<file path="src/verilog/qpc_pkg.sv">
// Package of constants for the quadrature position control block
package qpc_pkg;
    // Register map (word offsets on the plain register port)
    localparam logic [3:0] QPC_ADDR_CONTROL = 4'h0;
    localparam logic [3:0] QPC_ADDR_INIT_VALUE = 4'h1;
    localparam logic [3:0] QPC_ADDR_GE_COMPARE = 4'h2;
    localparam logic [3:0] QPC_ADDR_MODULO = 4'h3;
    localparam logic [3:0] QPC_ADDR_POSITION = 4'h4;
    localparam logic [3:0] QPC_ADDR_STATUS = 4'h5;
    // Control field positions
    localparam int QPC_BIT_ENABLE = 15;
    localparam int QPC_BIT_UNUSED = 14;
    localparam int QPC_BIT_IDLE_HALT = 13;
    localparam int QPC_MODE_HI = 12;
    localparam int QPC_MODE_LO = 10;
    localparam int QPC_BIT_MATCH_B = 9;
    localparam int QPC_BIT_MATCH_A = 8;
    // Writable bits of the control word; bit 14 and the low byte read zero
    localparam logic [15:0] QPC_CONTROL_MASK = 16'hBF00;
    localparam logic [15:0] QPC_CONTROL_RESET = 16'h0000;
    localparam logic [15:0] QPC_WORD_RESET = 16'h0000;
    localparam logic [15:0] QPC_MODULO_RESET = 16'hFFFF;
    localparam logic [15:0] QPC_ONE = 16'h0001;
    // Initialisation modes
    typedef enum logic [2:0] {
        QPC_MODE_IGNORE = 3'h0,
        QPC_MODE_RESET_EACH = 3'h1,
        QPC_MODE_LOAD_NEXT = 3'h2,
        QPC_MODE_LOAD_FIRST_HOME = 3'h3,
        QPC_MODE_LOAD_SECOND_HOME = 3'h4,
        QPC_MODE_RESET_GE = 3'h5,
        QPC_MODE_MODULO = 3'h6,
        QPC_MODE_RESERVED = 3'h7
    } qpc_mode_t;
    // Home/index sequencing states
    typedef enum logic [1:0] {
        QPC_SEQ_WAIT_HOME = 2'h0,
        QPC_SEQ_WAIT_FIRST = 2'h1,
        QPC_SEQ_WAIT_SECOND = 2'h2,
        QPC_SEQ_DONE = 2'h3
    } qpc_seq_t;
endpackage

</file>
<file path="src/verilog/quadrature_position_control.sv">
// Control register and position counter of the quadrature position control block
//
// Overview of operation
// - Counters run only while counter enable set
// - Idle-halt bit stops operation during idle
// - Control bit 14 unused, reads zero
// - Three-bit init mode; 111 reserved
// - Mode 110 counts modulo
// - Mode 101 resets counter at compare equality
// - Mode 100 loads on second index after home
// - Mode 011 loads on first index after home
// - Mode 010 loads on next index
// - Mode 001 resets on every index
// - Mode 000 index leaves counter alone
// - Phase-B match level selected by bit 9
// - Phase-A match level selected by bit 8
`timescale 1ns/1ps
module qpc_quadrature_position_control
    import qpc_pkg::*;
(
    // Clock and reset
    input wire logic clk,
    input wire logic reset,
    // Register port
    input wire logic [3:0] regAddr,
    input wire logic [15:0] regWriteData,
    input wire logic regWrite,
    input wire logic regRead,
    output logic [15:0] regReadData,
    // Device state
    input wire logic cpuIdle,
    // Encoder pins
    input wire logic phaseAInput,
    input wire logic phaseBInput,
    input wire logic indexInput,
    input wire logic homeInput,
    // Status outputs
    output logic [15:0] position,
    output logic counterRunning
);
    logic [15:0] controlQ;
    logic [15:0] initValueQ;
    logic [15:0] geCompareQ;
    logic [15:0] moduloQ;
    logic [15:0] positionQ;
    logic [15:0] positionD;
    logic [15:0] readDataQ;
    logic runningQ;
    logic [3:0] syncQ1;
    logic [3:0] syncQ2;
    logic [3:0] pinsQ;
    logic [1:0] quadPrev;
    logic indexPrev;
    logic homePrev;
    logic indexEvent;
    logic homeEvent;
    logic stepUp;
    logic stepDown;
    logic active;
    qpc_mode_t mode;
    qpc_seq_t seqQ;
    logic seqLoad;

    assign mode = qpc_mode_t'(controlQ[QPC_MODE_HI:QPC_MODE_LO]);
    // Running needs enable, and not idle when halt is requested
    assign active = controlQ[QPC_BIT_ENABLE] &&
        !(controlQ[QPC_BIT_IDLE_HALT] && cpuIdle);

    // Two-stage synchronisers on all encoder pins; stage one read by stage two only
    always_ff @(posedge clk) begin
        if (reset) begin
            syncQ1 <= 4'h0;
            syncQ2 <= 4'h0;
            pinsQ <= 4'h0;
        end else begin
            syncQ1 <= {homeInput, indexInput, phaseBInput, phaseAInput};
            syncQ2 <= syncQ1;
            pinsQ <= syncQ2;
        end
    end

    // Index qualified by both phase levels; rising edge of the raw index pin, gated by the match
    assign indexEvent = syncQ2[2] && !indexPrev &&
        (syncQ2[1] == controlQ[QPC_BIT_MATCH_B]) &&
        (syncQ2[0] == controlQ[QPC_BIT_MATCH_A]);
    assign homeEvent = syncQ2[3] && !homePrev;
    // x4 decode from the previous and present phase pair
    assign stepUp = (quadPrev == 2'h0 && syncQ2[1:0] == 2'h1) ||
        (quadPrev == 2'h1 && syncQ2[1:0] == 2'h3) ||
        (quadPrev == 2'h3 && syncQ2[1:0] == 2'h2) ||
        (quadPrev == 2'h2 && syncQ2[1:0] == 2'h0);
    assign stepDown = (quadPrev == 2'h0 && syncQ2[1:0] == 2'h2) ||
        (quadPrev == 2'h2 && syncQ2[1:0] == 2'h3) ||
        (quadPrev == 2'h3 && syncQ2[1:0] == 2'h1) ||
        (quadPrev == 2'h1 && syncQ2[1:0] == 2'h0);

    // Edge history, qualified index edge is tracked on the raw pin
    always_ff @(posedge clk) begin
        if (reset) begin
            quadPrev <= 2'h0;
            indexPrev <= 1'b0;
            homePrev <= 1'b0;
        end else begin
            quadPrev <= syncQ2[1:0];
            indexPrev <= syncQ2[2];
            homePrev <= syncQ2[3];
        end
    end

    // Home then index sequencing for the load-after-home modes
    always_ff @(posedge clk) begin
        if (reset) begin
            seqQ <= QPC_SEQ_WAIT_HOME;
        end else if (!active) begin
            seqQ <= QPC_SEQ_WAIT_HOME;
        end else begin
            case (seqQ)
                QPC_SEQ_WAIT_HOME: begin
                    if (homeEvent) begin
                        seqQ <= QPC_SEQ_WAIT_FIRST;
                    end
                end
                QPC_SEQ_WAIT_FIRST: begin
                    if (indexEvent) begin
                        seqQ <= (mode == QPC_MODE_LOAD_SECOND_HOME) ?
                            QPC_SEQ_WAIT_SECOND : QPC_SEQ_DONE;
                    end
                end
                QPC_SEQ_WAIT_SECOND: begin
                    if (indexEvent) begin
                        seqQ <= QPC_SEQ_DONE;
                    end
                end
                QPC_SEQ_DONE: begin
                    if (homeEvent) begin
                        seqQ <= QPC_SEQ_WAIT_FIRST;
                    end
                end
                default: begin
                    seqQ <= QPC_SEQ_WAIT_HOME;
                end
            endcase
        end
    end

    // Load strobe on the index that completes the home sequence
    assign seqLoad = indexEvent &&
        ((mode == QPC_MODE_LOAD_FIRST_HOME && seqQ == QPC_SEQ_WAIT_FIRST) ||
        (mode == QPC_MODE_LOAD_SECOND_HOME && seqQ == QPC_SEQ_WAIT_SECOND));

    // Next position; index actions take priority over a step in the same cycle
    always_comb begin
        positionD = positionQ;
        if (stepUp) begin
            if (mode == QPC_MODE_MODULO && positionQ == moduloQ) begin
                positionD = QPC_WORD_RESET;
            end else begin
                positionD = positionQ + QPC_ONE;
            end
        end else if (stepDown) begin
            if (mode == QPC_MODE_MODULO && positionQ == QPC_WORD_RESET) begin
                positionD = moduloQ;
            end else begin
                positionD = positionQ - QPC_ONE;
            end
        end
        case (mode)
            QPC_MODE_IGNORE: begin
            end
            QPC_MODE_RESET_EACH: begin
                if (indexEvent) begin
                    positionD = QPC_WORD_RESET;
                end
            end
            QPC_MODE_LOAD_NEXT: begin
                if (indexEvent) begin
                    positionD = initValueQ;
                end
            end
            QPC_MODE_LOAD_FIRST_HOME, QPC_MODE_LOAD_SECOND_HOME: begin
                if (seqLoad) begin
                    positionD = initValueQ;
                end
            end
            QPC_MODE_RESET_GE: begin
                if (positionQ == geCompareQ) begin
                    positionD = QPC_WORD_RESET;
                end
            end
            default: begin
            end // Modulo handled above; reserved code only counts
        endcase
    end

    // Position register, counting frozen while disabled or halted in idle; software writes still load it
    always_ff @(posedge clk) begin
        if (reset) begin
            positionQ <= QPC_WORD_RESET;
        end else if (regWrite && regAddr == QPC_ADDR_POSITION) begin
            positionQ <= regWriteData;
        end else if (active) begin
            positionQ <= positionD;
        end
    end

    // Software registers stay writable regardless of enable
    always_ff @(posedge clk) begin
        if (reset) begin
            controlQ <= QPC_CONTROL_RESET;
            initValueQ <= QPC_WORD_RESET;
            geCompareQ <= QPC_WORD_RESET;
            moduloQ <= QPC_MODULO_RESET;
        end else if (regWrite) begin
            case (regAddr)
                QPC_ADDR_CONTROL: controlQ <= regWriteData & QPC_CONTROL_MASK;
                QPC_ADDR_INIT_VALUE: initValueQ <= regWriteData;
                QPC_ADDR_GE_COMPARE: geCompareQ <= regWriteData;
                QPC_ADDR_MODULO: moduloQ <= regWriteData;
                default: begin
                end
            endcase
        end
    end

    // Read data valid one cycle after the strobe, zero otherwise
    always_ff @(posedge clk) begin
        if (reset) begin
            readDataQ <= QPC_WORD_RESET;
        end else if (regRead) begin
            case (regAddr)
                QPC_ADDR_CONTROL: readDataQ <= controlQ & QPC_CONTROL_MASK;
                QPC_ADDR_INIT_VALUE: readDataQ <= initValueQ;
                QPC_ADDR_GE_COMPARE: readDataQ <= geCompareQ;
                QPC_ADDR_MODULO: readDataQ <= moduloQ;
                QPC_ADDR_POSITION: readDataQ <= positionQ;
                QPC_ADDR_STATUS: readDataQ <= {12'h000, seqQ, pinsQ[3:2]};
                default: readDataQ <= QPC_WORD_RESET;
            endcase
        end else begin
            readDataQ <= QPC_WORD_RESET;
        end
    end

    // Running flag registered so the output comes from a flop
    always_ff @(posedge clk) begin
        if (reset) begin
            runningQ <= 1'b0;
        end else begin
            runningQ <= active;
        end
    end

    assign regReadData = readDataQ;
    assign position = positionQ;
    assign counterRunning = runningQ;
endmodule // qpc_quadrature_position_control

</file>
<file path="config.mk">
export PLATFORM = sky130hd
export DESIGN_NAME = qpc_quadrature_position_control
export DESIGN_NICKNAME = d
export VERILOG_FILES = /design/src/verilog/qpc_pkg.sv /design/src/verilog/quadrature_position_control.sv
export SDC_FILE = /design/constraint.sdc
export NUM_CORES = 1
export LEC_CHECK = 0
export ABC_AREA = 1
export ABC_CLOCK_PERIOD_IN_PS = 3660
export BUFFER_PORTS_ARGS = -buffer_cell sky130_fd_sc_hd__buf_2
export CAP_MARGIN = 20
export CELL_PAD_IN_SITES_DETAIL_PLACEMENT = 1
export CELL_PAD_IN_SITES_GLOBAL_PLACEMENT = 1
export CORE_MARGIN = 4
export CORE_UTILIZATION = 42
export DETAILED_ROUTE_END_ITERATION = 10
export GPL_TIMING_DRIVEN = 0
export HOLD_SLACK_MARGIN = 0.15
export PLACE_DENSITY = 0.88
export SETUP_SLACK_MARGIN = 0.05
export SYNTH_ARGS = -nofsm -noshare
export SYNTH_HDL_FRONTEND = slang
export SYNTH_SLANG_ARGS = --single-unit
</file>
<file path="constraint.sdc">
create_clock -name clk -period 3.66 [get_ports clk]
set_clock_uncertainty 0.1 [all_clocks]
set_input_delay 0.183 -clock clk [delete_from_list [all_inputs] [get_ports clk]]
set_output_delay 0.183 -clock clk [all_outputs]
set_load 0.02 [all_outputs]
</file>
## Yosys cells after proc, flatten, opt, wreduce, memory -nomap -nowiden

Cells that the tools add are included.
Widths: inputs -> output; s select.

- $add $sub $neg: 2
- $mul: 0
- Divide/modulo/power cells: 0
- Magnitude comparators: 0
- Equality and inequality tests: 27
- Shift-type cells: 0
- Mux-type cells: 17
- Bitwise operators: 2
- Reduce and logical (&&, ||, !) cells: 45

Operators by type and width:

| kind | number |
|---|---|
| $mux 16 | 10 |
| $pmux 16 s6 | 1 |
| $pmux 16 s4 | 1 |
| $eq 16x16->1 | 2 |
| $logic_and 1x1->1 | 20 |
| $add 16x1->16 const B | 1 |
| $logic_not 16->1 | 1 |
| $sub 16x1->16 const B | 1 |
| $eq 2x2->1 const B | 6 |
| $eq 3x3->1 const B | 3 |
| $eq 4x2->1 const B | 2 |
| $eq 4x3->1 const B | 2 |
| $reduce_and 2->1 | 4 |
| $reduce_or 2->1 | 4 |
| $logic_or 1x1->1 | 7 |
| $eq 2x1->1 const B | 3 |
| $eq 3x2->1 const B | 2 |
| $logic_not 2->1 | 3 |
| $mux 2 | 3 |
| $pmux 2 s3 | 1 |
| $eq 4x1->1 const B | 1 |
| $logic_not 4->1 | 1 |
| $ne 2x2->1 const B | 2 |
| $eq 3x1->1 const B | 1 |
| other kinds (7) | 11 |

- Bits in registers: 106
- Bits in latches: 0
- RAM bits: 0
- ROM bits: 0
- Input port bits: 29
- Output and inout port bits: 33
- Word-level logic and storage cells: 107
- Memories kept: 0

## Longest topological paths before layout

Gate-level depths: netlist (run 1).

- Depth after elaboration: 11
- Gate-level depth with buffers: 16
- Depth with buffers taken out: 16

## Worst setup path after synthesis (run 1)

OpenSTA, ideal clock, no wires.

- Path kind: register to register
- Start point: reg positionQ[0], in the netlist position[0]
- End point: reg positionQ[9], in the netlist position[9]
- Library setup time: 0.072 ns
- Data arrival time: 1.809 ns
- Data required time: 3.488 ns
- Slack: 1.679 ns
- Cell stages (with the launch flop): 17
- Path buffers: 1
- Clock period less this slack: 1.981 ns
- Cell sequence: dfxtp_1 -> inv_2 -> ha_1 -> inv_1 -> nor2_1 -> nand2_1 -> nor2_4 -> nand3_4 -> buf_6 -> nand3_1 -> nand2_1 -> nand2_1 -> nand3_1 -> nand3_1 -> nand2_1 -> nand2_1 -> a21oi_1

- Cells in the longest elaborated chain, start to end: 9
- Elaborated cells between the ends (all ways): 18
- Classes of those cells: 2 x add/sub; 2 x eq/ne; 11 x mux; 3 x reduce/logical

Ends and longest elaborated chain:

| item | line | RTL |
|---|---|---|
| start: declaration | quadrature_position_control.sv:45 | `logic [15:0] positionQ;` |
| start signal: assignment | quadrature_position_control.sv:200 | `positionQ <= regWriteData;` |
| start signal: assignment | quadrature_position_control.sv:202 | `positionQ <= positionD;` |
| parallel branches: the longest is 6 deep, another holds $sub 16x1->16 | - |  |
| $pmux 16 s4 * | quadrature_position_control.sv:167 | `case (mode)` |
| $mux 16 * | quadrature_position_control.sv:201 | `end else if (active) begin` |
| $mux 16 * | quadrature_position_control.sv:199 | `end else if (regWrite && regAddr == QPC_ADDR_POSITION) begin` |

Every way passes the cells marked *. The select of a mux whose other input is x is not followed.
A chain may end at the register's enable or synchronous reset.

## Worst setup path in the final report (run 1)

Same ends and word-level chain as after synthesis.

==> run_results.csv, run 1 <==
group,metric,value,unit
hold_path,min_path_type,"in -> reg",
yosys,synth_edf_count,0,
power,power_switching,0.8600,mW
die,rows,44,
timing,min_period_over_period,72.14,%
power,switching_share,32.57,%
grt,grt_max_degree,21,
cts,cts_root_buffer,"clkbuf_16",
die,die_h,130.2,um
cts,cts_tree,"yes",
yosys,postSynthAreaPerCell,6.740,sq um
placed_design,dp_hpwl,19.18,mm
worst_setup_path,critPathBufInv,3,
placed_design,gp_congestion,0.9325,
timing,tightest_slew,0.8551,ns
cts,clkSinkCount,102,
timing,fmax,378.7,MHz
cts,cts_buffers,9,
cts,hold_buffers,25,
drt,dr.pass1.iters,5,
yosys,synth.area.top_cells,"dfxtp_1 (33%), nand2_1 (9.8%), inv_1 (7.2%), a21oi_1 (6.5%), nor2_1 (5.3%)",
power,p_per_area,359.4,mW/mm^2
worst_setup_path,slowest_delay,0.57,ns
drt,drc,0,
drt,vias_per_cell,5.692,
yosys,yosysTopAreaCell,"dfxtp_1",
placed_design,place_area,0.006799,sq mm
yosys,synthesis.area,0.006269,sq mm
die,io_pins,62,
timing,rsz0062_at_grt,"false",
worst_setup_path,crit_family,"simple AND/OR/NAND/NOR gates",
timing,fin_tns_setup,0,ns
yosys,synth-seq-cells,102,
worst_setup_path,ff2ff_setup_slack,1.02,ns
grt,grt_pass1_wl,40.10,mm
worst_setup_path,end_kind,"flip-flop",
cts,clk_latency,0.37,ns
status,status,"finished, final reports clean",
drt,drtIter0Drc,706,
yosys,synth.distinct_cells,40,
drt,detail-route-antenna-nets,0,
die,dieArea,0.01694,sq mm
drt,wirelength,25.76,mm
worst_setup_path,worstSetupPathType,"reg -> reg",
layout,drive_above_1_share,15.81,%
cts,post_cts_resized,0,
placed_design,io_buffers,60,
layout,n_antenna_cell,0,
drt,post_drt_wl_per_cell,21.20,um
power,p_int,1.781,mW
worst_setup_path,cp_max_fo,10,
timing,setup_viol,0,
grt,antenna_found_initial,0,
yosys,yosys_warnings,0,
power,power_frac_clock,38.4,%
timing,drv_slew,0,
yosys,syn_nets,964,
cts,htreeDepth,3,
cts,clk_pin_slew_worst_paths,0.09,ns
yosys,yosysSeqAreaShare,32.57,%
timing,hold_viol_final,0,
power,combPwrFrac,17.9,%
job,cap_violations,0,
yosys,synth_cells,930,
cts,postCtsSetupBuffers,0,
worst_setup_path,cp.arrival,2.80,ns
layout,nFillCells,1928,
grt,first_global_vias,7161,
die,die_w,130.2,um
worst_setup_path,cp.required,3.82,ns
grt,grtUsageTotal,31.29,%
drt,vias,6916,
cts,clockBufferDepth,2,
timing,holdWs,0.2371,ns
die,initial_core_util,42.97,%
yosys,ys_top_cells_by_count,"nand2_1 (164), inv_1 (121), dfxtp_1 (102)",
power,p_leak,3.205,nW
die,core_region_area,0.01459,sq mm
timing,maxSlewHeadroom,43.00,%
worst_setup_path,crit_top_cell,"nand2_1",
timing,period_needed,2.640,ns
layout,final_util,50.37,%
yosys,async_reset_ff_share,0,%
layout,area_delta_synth_final,17.23,%
grt,overflow,0,
yosys,yosysMostFrequentCell,"nand2_1",
layout,final_nets,1060,
yosys,synth_flop_cell,"dfxtp_1",
layout,regArea,0.002042,sq mm
layout,multi_input_area,0.003391,sq mm
yosys,synth_top_area_share,32.57,%
layout,fin_area,0.007348,sq mm
worst_setup_path,crit_chain,"inv_2 -> ha_1 -> inv_1 -> nor2_1 -> nand2_1 -> nor2_4 -> nand3_4 -> buf_6 -> nand3_1 -> nand2_1 -> nand2_1 -> nand3_1 -> nand3_1 -> nand2_1 -> nand2_1 -> a21oi_1",
worst_setup_path,crit_slowest_cell,"dfxtp_1",
worst_setup_path,crit_path_start_kind,"flip-flop",
power,seqPwrFrac,43.7,%
power,ir_drop,0.0002517,V
## power groups by stage
stage / Sequential (mW) / Combinational (mW) / Clock (mW)
after floorplan: 1.18 / 0.284 / 0
after global placement: 1.18 / 0.427 / 0
after global routing: 1.16 / 0.519 / 1.05
after detailed placement: 1.18 / 0.437 / 0
final: 1.15 / 0.474 / 1.01
after CTS: 1.15 / 0.461 / 1.00
## registers in the layout, indices dropped and copies added, names as in the netlist, 2 cells and up
register,cells
position,16
geCompareQ,16
syncQ1,4
moduloQ,16
regReadData,16
pinsQ,4
seqQ,2
initValueQ,16
syncQ2,4
controlQ,7
## cell type report
cell class                 count  share of cell area [%]
timing repair buffer          85                   7.492
sequential                   102                   27.79
multi-input combinational    638                   46.14
clock inverter                 7                   1.005
clock buffer                   9                   3.065
tap                          184                   3.133
buffer                        50                   4.189
inverter                     140                   7.185
## worst reg2reg max path: stages (launching register included)
cell,delay (ns)
dfxtp_1,0.57
inv_2,0.21
ha_1,0.32
inv_1,0.08
nor2_1,0.04
nand2_1,0.10
nor2_4,0.05
nand3_4,0.12
buf_6,0.18
nand3_1,0.09
nand2_1,0.08
nand2_1,0.05
nand3_1,0.07
nand3_1,0.11
nand2_1,0.08
nand2_1,0.05
a21oi_1,0.24
## cells in the final DEF (no fill, tap or decap), drive strengths merged
| cell type | Yosys | final |
|---|---|---|
| nor2 | 108 | 108 |
| ha | 5 | 5 |
| o221ai | 8 | 8 |
| xor2 | 28 | 28 |
| clkbuf | 21 | 30 |
| xnor2 | 12 | 12 |
| and2 | 2 | 2 |
| nand3b | 2 | 2 |
| buf | 29 | 89 |
| nand3 | 57 | 57 |
| nor3 | 10 | 10 |
| dfxtp | 102 | 102 |
| clkinvlp | 0 | 2 |
| o22ai | 43 | 43 |
| o211ai | 3 | 3 |
| or2 | 1 | 1 |
| o31ai | 1 | 1 |
| a211oi | 8 | 8 |
| nand2 | 174 | 174 |
| a21oi | 87 | 87 |
| o21ai | 80 | 80 |
| a31oi | 2 | 2 |
| nand4 | 7 | 7 |
| dlygate4sd3 | 0 | 25 |
| clkinv | 6 | 7 |
| inv | 134 | 138 |
## stage by stage
stage / power (mW) / std cells / setup WS (ns)
floorplan: 1.468 / 930 / 1.679
global placement: 1.604 / 1174 / 1.151
detailed placement: 1.616 / 1174 / 1.100
CTS: 2.617 / 1215 / 1.089
global route: 2.724 / 1215 / 0.8543
finish: 2.641 / 1215 / 1.020
## path summary, 6_finish.rpt
kind,from,endpoint,cells after the start
worst max-delay path,position[0],position[9],16
worst min-delay path,cpuIdle,seqQ[1],6
worst max register to register,position[0],position[9],16
worst min register to register,syncQ1[0],syncQ2[0],2
## routing by layer
metal | GRT usage (%) | share of wire (%)
met5 | 0 | 0
met1 | 38.75 | 40
met4 | 13.02 | 3.2
met3 | 6.058 | 7.7
met2 | 53.17 | 49
## cells by family after synthesis
logic type | Yosys count | share of synthesized area (%)
flops | 102 | 32.57
compound gates | 232 | 20.80
buf+inv | 190 | 13.33
xor+xnor | 40 | 5.589
fa+ha+maj | 5 | 0.9980
simple gates | 361 | 26.71
(Power assumes the default switching activity.)
==> run 2, diff against run 1 <==
ABC_AREA = 0   (was 1)
ABC_CLOCK_PERIOD_IN_PS = 2700   (was 3660)
PLACE_DENSITY = 0.86   (was 0.88)
clock period = 2.7 ns   (was 3.66 ns; I/O delays follow)
==> run 2 against run 1 <==
  * Combinational power increased by 5.3%
  * Non-clock buffer count increased by 22
  * Die area decreased by 5.4%
  * Via count decreased by 3.8%
  * Critical path depth decreased by 9
  * Sequential power increased by 37%
  * Cell area decreased by 1.7%
  * Hold slack improved by 0.034 ns
  * Highest routed layer unchanged
==> run_results.csv, run 2 <==
group,metric,value,unit
status,status,"finished, final reports clean",
layout,stdcell_count,1048,
worst_setup_path,critPathBufInv,1,
yosys,synth.area.top_cells,"dfxtp_1 (35%), nand2_1 (9.5%), a21oi_1 (6.3%), xnor2_1 (4.7%), clkbuf_1 (3.9%)",
yosys,async_reset_ff_share,0,%
timing,tightest_slew,0.9716,ns
layout,n_antenna_cell,0,
die,initial_core_util,42.72,%
yosys,synth_cells,762,
die,io_pins,62,
power,p_per_area,480.9,mW/mm^2
placed_design,gp_congestion,0.9722,
layout,final_cell_mix,"nand2_1 (149), dfxtp_1 (98), a21oi_1 (73)",
placed_design,io_buffers,58,
layout,final_nets,897,
timing,min_period_over_period,98.00,%
drt,post_drt_wl_per_cell,23.59,um
cts,cts_root_buffer,"clkbuf_16",
grt,antenna_found_initial,0,
yosys,synth_top_area_share,34.57,%
grt,grt_pass1_wl,38.36,mm
worst_setup_path,slowest_delay,0.55,ns
worst_setup_path,crit_top_cell,"or4_4",
drt,drtIter0Drc,836,
cts,clk_pin_slew_worst_paths,0.07,ns
cts,clkSinkCount,102,
timing,setup_viol,0,
job,cap_violations,0,
grt,first_global_vias,6594,
timing,drv_slew,0,
yosys,yosysTopAreaCell,"dfxtp_1",
placed_design,dp_hpwl,17.95,mm
timing,period_needed,2.646,ns
drt,vias,6654,
yosys,postSynthAreaPerCell,7.752,sq um
yosys,ys_top_cells_by_count,"nand2_1 (150), dfxtp_1 (102), a21oi_1 (74)",
worst_setup_path,cp.arrival,2.76,ns
cts,htreeDepth,3,
yosys,yosysSeqAreaShare,34.57,%
placed_design,dp_cells,1001,
layout,final_util,52.22,%
die,core_region_area,0.01383,sq mm
worst_setup_path,crit_chain,"or4_4 -> or4_4 -> buf_12 -> nor2_8 -> o21ai_2 -> a311oi_2 -> o21ai_1",
yosys,yosysMostFrequentCell,"nand2_1",
layout,nFillCells,1715,
layout,regArea,0.002052,sq mm
power,p_leak,2.646,nW
drt,drc,0,
timing,holdWs,0.2710,ns
grt,grt_max_degree,17,
drt,detail-route-antenna-nets,0,
worst_setup_path,worstSetupPathType,"reg -> reg",
timing,fin_tns_setup,0,ns
yosys,synth-seq-cells,102,
worst_setup_path,crit_slowest_cell,"or4_4",
drt,vias_per_cell,6.349,
yosys,syn_nets,796,
cts,cts_buffers,9,
power,ir_drop,0.0003576,V
worst_setup_path,cp.required,2.82,ns
die,dieArea,0.01603,sq mm
cts,clockBufferDepth,2,
worst_setup_path,crit_path_start_kind,"flip-flop",
yosys,synth.distinct_cells,74,
layout,multi_input_area,0.003667,sq mm
die,die_w,126.6,um
timing,fmax,377.9,MHz
timing,rsz0062_at_grt,"false",
grt,grtUsageTotal,30.73,%
cts,clk_latency,0.35,ns
yosys,yosys_warnings,0,
worst_setup_path,end_kind,"flip-flop",
drt,dr.pass1.iters,6,
hold_path,min_path_type,"in -> reg",
die,rows,43,
timing,hold_viol_final,0,
yosys,synthesis.area,0.005907,sq mm
worst_setup_path,crit_family,"simple AND/OR/NAND/NOR gates",
layout,final_common_cell,"nand2_1",
cts,cts_tree,"yes",
drt,wirelength,24.72,mm
layout,area_delta_synth_final,22.24,%
grt,overflow,0,
worst_setup_path,cp_max_fo,7,
yosys,synth_flop_cell,"dfxtp_1",
yosys,synth_edf_count,0,
timing,maxSlewHeadroom,35.06,%
die,die_h,126.6,um
layout,drive_above_1_share,17.17,%
run 2: kinds of logic after synthesis:
kind of cell	after synthesis	synth area share, %
multiplexers	10	1.800
XOR/XNOR	52	7.710
AND/OR/NAND/NOR	331	28.30
AO/OA/AOI/OAI	188	21.54
buffers and inverters	74	5.020
flip-flops	102	34.57
adder cells (fa/ha/maj)	5	1.059
run 2: layer usage:
layer	vias up	share of wire (%)	GRT usage [%]
met2	338	47	51.68
met1	3310	41	40.72
met4	0	3.4	11.04
met3	61	7.7	3.621
met5	-	0	0
li1	2945	-	-
run 2: worst min-delay path: stages:
cell and delay [ns]:
buf_2 0.13, nand2_1 0.06, nand3_1 0.28, a21oi_1 0.07
run 2: layout make-up:
type                       instances  area share (%)
clock buffer                      13           3.881
buffer                            61           4.003
tap                              180           3.119
inverter                           7          0.4332
multi-input combinational        586           50.79
clock inverter                     3          0.6585
sequential                       102           28.42
timing repair buffer              96           8.699
run 2: through the flow:
step	power, mW	setup slack, ns	cell area, sq um
final	3.473	0.05413	7221
after global routing	3.596	0.03725	7221
after CTS	3.449	0.05327	7117
after detailed placement	2.023	-0.5530	6450
after global placement	2.013	-0.4939	6445
after floorplan	1.861	0.05206	5929
run 2: path summary, 6_finish.rpt:
kind	from	endpoint	slack, ns	cells after the start
max	position[4]	position[14]	0.05	7
min	regAddr[1]	regReadData[1]	0.27	4
max reg2reg	position[4]	position[14]	0.05	7
min reg2reg	syncQ1[1]	syncQ2[1]	0.34	1
run 2: power by group:
group          leakage, nW  switching, mW  internal, mW
registers            0.829         0.0352          1.53
logic                 1.66          0.311         0.187
clock network        0.162          0.583         0.825
total                 2.65          0.930          2.54
run 2: repair_timing:
action | CTS | global route
setup buffers | 9 | 6
hold buffers | 22 | 0
setup endpoints to repair | 16 | 16
hold endpoints to repair | 68 | 0
resized for setup | 28 | 29
pin swaps | 9 | 13
==> run 3, diff against run 2 <==
--- a/config.mk
+++ b/config.mk
@@ -8,5 +8,4 @@
 export ABC_AREA = 0
 export ABC_CLOCK_PERIOD_IN_PS = 2700
-export BUFFER_PORTS_ARGS = -buffer_cell sky130_fd_sc_hd__buf_2
 export CAP_MARGIN = 20
 export CELL_PAD_IN_SITES_DETAIL_PLACEMENT = 1
@@ -15,7 +14,8 @@
 export CORE_UTILIZATION = 42
 export DETAILED_ROUTE_END_ITERATION = 10
+export DONT_BUFFER_PORTS = 1
 export GPL_TIMING_DRIVEN = 0
 export HOLD_SLACK_MARGIN = 0.15
-export PLACE_DENSITY = 0.86
+export PLACE_DENSITY = 0.81
 export SETUP_SLACK_MARGIN = 0.05
 export SYNTH_ARGS = -nofsm -noshare
==> constraint.sdc (replaced) <==
create_clock -name clk -period 2.7 [get_ports clk]
set_clock_uncertainty 0.1 [all_clocks]
set_input_delay 0.27 -clock clk [delete_from_list [all_inputs] [get_ports clk]]
set_output_delay 0.27 -clock clk [all_outputs]
set_load 0.02 [all_outputs]
==> run 3 against run 2 <==
  * The run now ends with negative setup slack left
  * Critical path depth stayed put
  * Sequential power hardly changed
  * Worst setup slack worse by 0.15 ns
  * Global-route usage is 0.77 points higher
  * Via count is 2.3% lower
  * Sequential share of layout area is 0.29 points higher
  * First-iteration DRC count is 20% higher
  * Clock power is 4% lower
  * Routed wire length is 5.9% higher
  * Largest power group unchanged
==> run_results.csv, run 3 (same netlist as run 2, synthesis figures left out) <==
group,metric,value,unit
die,io_pins,62,
placed_design,dp_cells,943,
die,initial_core_util,42.72,%
drt,vias_per_cell,6.473,
worst_setup_path,regToRegStartpoint,"controlQ[11]",
worst_setup_path,critPathLaunch,"controlQ[11]",
worst_setup_path,crit_path_end,"position[14]",
cts,cts_root_buffer,"clkbuf_16",
worst_setup_path,worstSetupPathType,"reg -> reg",
power,ir_drop,0.0003945,V
grt,overflow,0,
grt,antenna_found_initial,1,
job,cap_violations,0,
timing,fmax,358.1,MHz
timing,setup_slack,-0.09232,ns
layout,n_antenna_cell,0,
grt,grt_max_degree,18,
timing,rsz0062_at_grt,"true",
drt,detail-route-antenna-nets,0,
layout,stdcell_count,1004,
status,status,"finished, violations left",
layout,area_delta_synth_final,22.03,%
status,violations,"negative setup slack",
worst_setup_path,end_kind,"flip-flop",
drt,wirelength,26.18,mm
layout,final_cell_mix,"nand2_1 (149), dfxtp_1 (90), a21oi_1 (73)",
placed_design,gp_congestion,1.018,
timing,setup_viol,4,
worst_setup_path,cp_max_fo,9,
timing,min_period_over_period,103.4,%
drt,dr.pass1.iters,9,
die,core_region_area,0.01383,sq mm
timing,period_needed,2.792,ns
cts,cts_tree,"yes",
layout,nFillCells,1662,
worst_setup_path,cp.required,2.83,ns
grt,first_global_vias,6629,
cts,clk_latency,0.36,ns
layout,final_common_cell,"nand2_1",
layout,drive_above_1_share,14.56,%
timing,hold_viol_final,0,
placed_design,dp_hpwl,18.70,mm
grt,grtUsageTotal,31.50,%
power,p_per_area,474.3,mW/mm^2
cts,clkSinkCount,102,
die,rows,43,
cts,htreeDepth,3,
power,p_leak,2.468,nW
placed_design,io_buffers,0,
worst_setup_path,r2r-end,"position[14]",
grt,grt_pass1_wl,38.84,mm
power,power,3.419,mW
drt,drc,0,
hold_path,whs_path_depth,4,
worst_setup_path,ff2ff_setup_slack,-0.09,ns
layout,final_nets,853,
worst_setup_path,cp.arrival,2.93,ns
timing,maxSlewHeadroom,55.78,%
cts,cts_buffers,9,
die,dieArea,0.01603,sq mm
worst_setup_path,crit_path_start_kind,"flip-flop",
drt,vias,6499,
timing,tightest_slew,0.6634,ns
drt,drtIter0Drc,1000,
timing,fin_tns_setup,-0.1506,ns
die,die_h,126.6,um
cts,clk_pin_slew_worst_paths,0.07,ns
worst_setup_path,reg2reg_depth,7,
cts,clockBufferDepth,2,
drt,post_drt_wl_per_cell,26.07,um
timing,drv_slew,0,
die,die_w,126.6,um
hold_path,min_path_type,"in -> reg",
timing,holdWs,0.1603,ns
==> run 3: cell count changes in the layout (fill, tap and decap cells not counted), moves of 3 or more <==
cell,delta
dfxtp_1,-8
buf_2,-59
dfxtp_4,+3
clkbuf_16,+3
clkbuf_4,+4
buf_4,+8
dfxtp_2,+5
clkbuf_2,-3
==> run 3: critical path, cell delays in order, from the launching register on <==
cell,delay (ns)
dfxtp_1,0.57
nand3b_1,0.38
buf_4,0.26
nor4_1,0.27
and3_1,0.29
nand2_1,0.27
a311oi_2,0.41
o21ai_1,0.12
==> run 3: final cells by class <==
cell class | count | area, sq um | share of cell area, %
multi-input cells | 586 | 3752 | 52.06
flip-flops and latches | 102 | 2069 | 28.71
repair buffers | 49 | 427.9 | 5.936
plain buffers | 64 | 384.1 | 5.329
clock buffers | 10 | 239.0 | 3.315
well taps | 180 | 225.2 | 3.124
clock inverters | 6 | 68.82 | 0.9547
inverters | 7 | 41.29 | 0.5728
==> run 3: where the power goes <==
part	internal, mW	switching, mW	total (mW)
Sequential	1.53	0.0468	1.58
Clock	0.749	0.607	1.36
Combinational	0.189	0.298	0.487
==> run 3: worst min-delay path by stage <==
stage                                 from              to
after floorplan                      reset  counterRunning
after global placement    regWriteData[11]     moduloQ[11]
after detailed placement   regWriteData[8]      moduloQ[8]
after CTS                 regWriteData[14]    position[14]
after global routing       regWriteData[5]     position[5]
final                     regWriteData[14]    position[14]
==> run 3: timing repair <==
item / CTS / global route
gates resized for setup: 65 / 32
buffers inserted: 15 / 11
hold buffers: 22 / 0
endpoints found under the setup margin: 16 / 22
gates cloned: 0 / 0
pin swaps: 18 / 13
hold endpoints to repair: 72 / 0
==> run 3: through the flow <==
step	setup WS [ns]	cell area, sq um	utilization, %
after global placement	-0.6698	6155	44.51
after global routing	-0.08340	7208	52.13
final	-0.09232	7208	52.13
after floorplan	0.05206	5929	-
after detailed placement	-0.6492	6160	44.55
after CTS	0.03399	7012	50.71
==> run 3: routing by layer <==
metal,up-vias,global-route usage [%],wire [um]
met2,336,51.15,12410
met3,89,6.316,2197
met1,3212,39.87,10520
met5,-,0,19
li1,2860,-,-
met4,2,15.58,1021
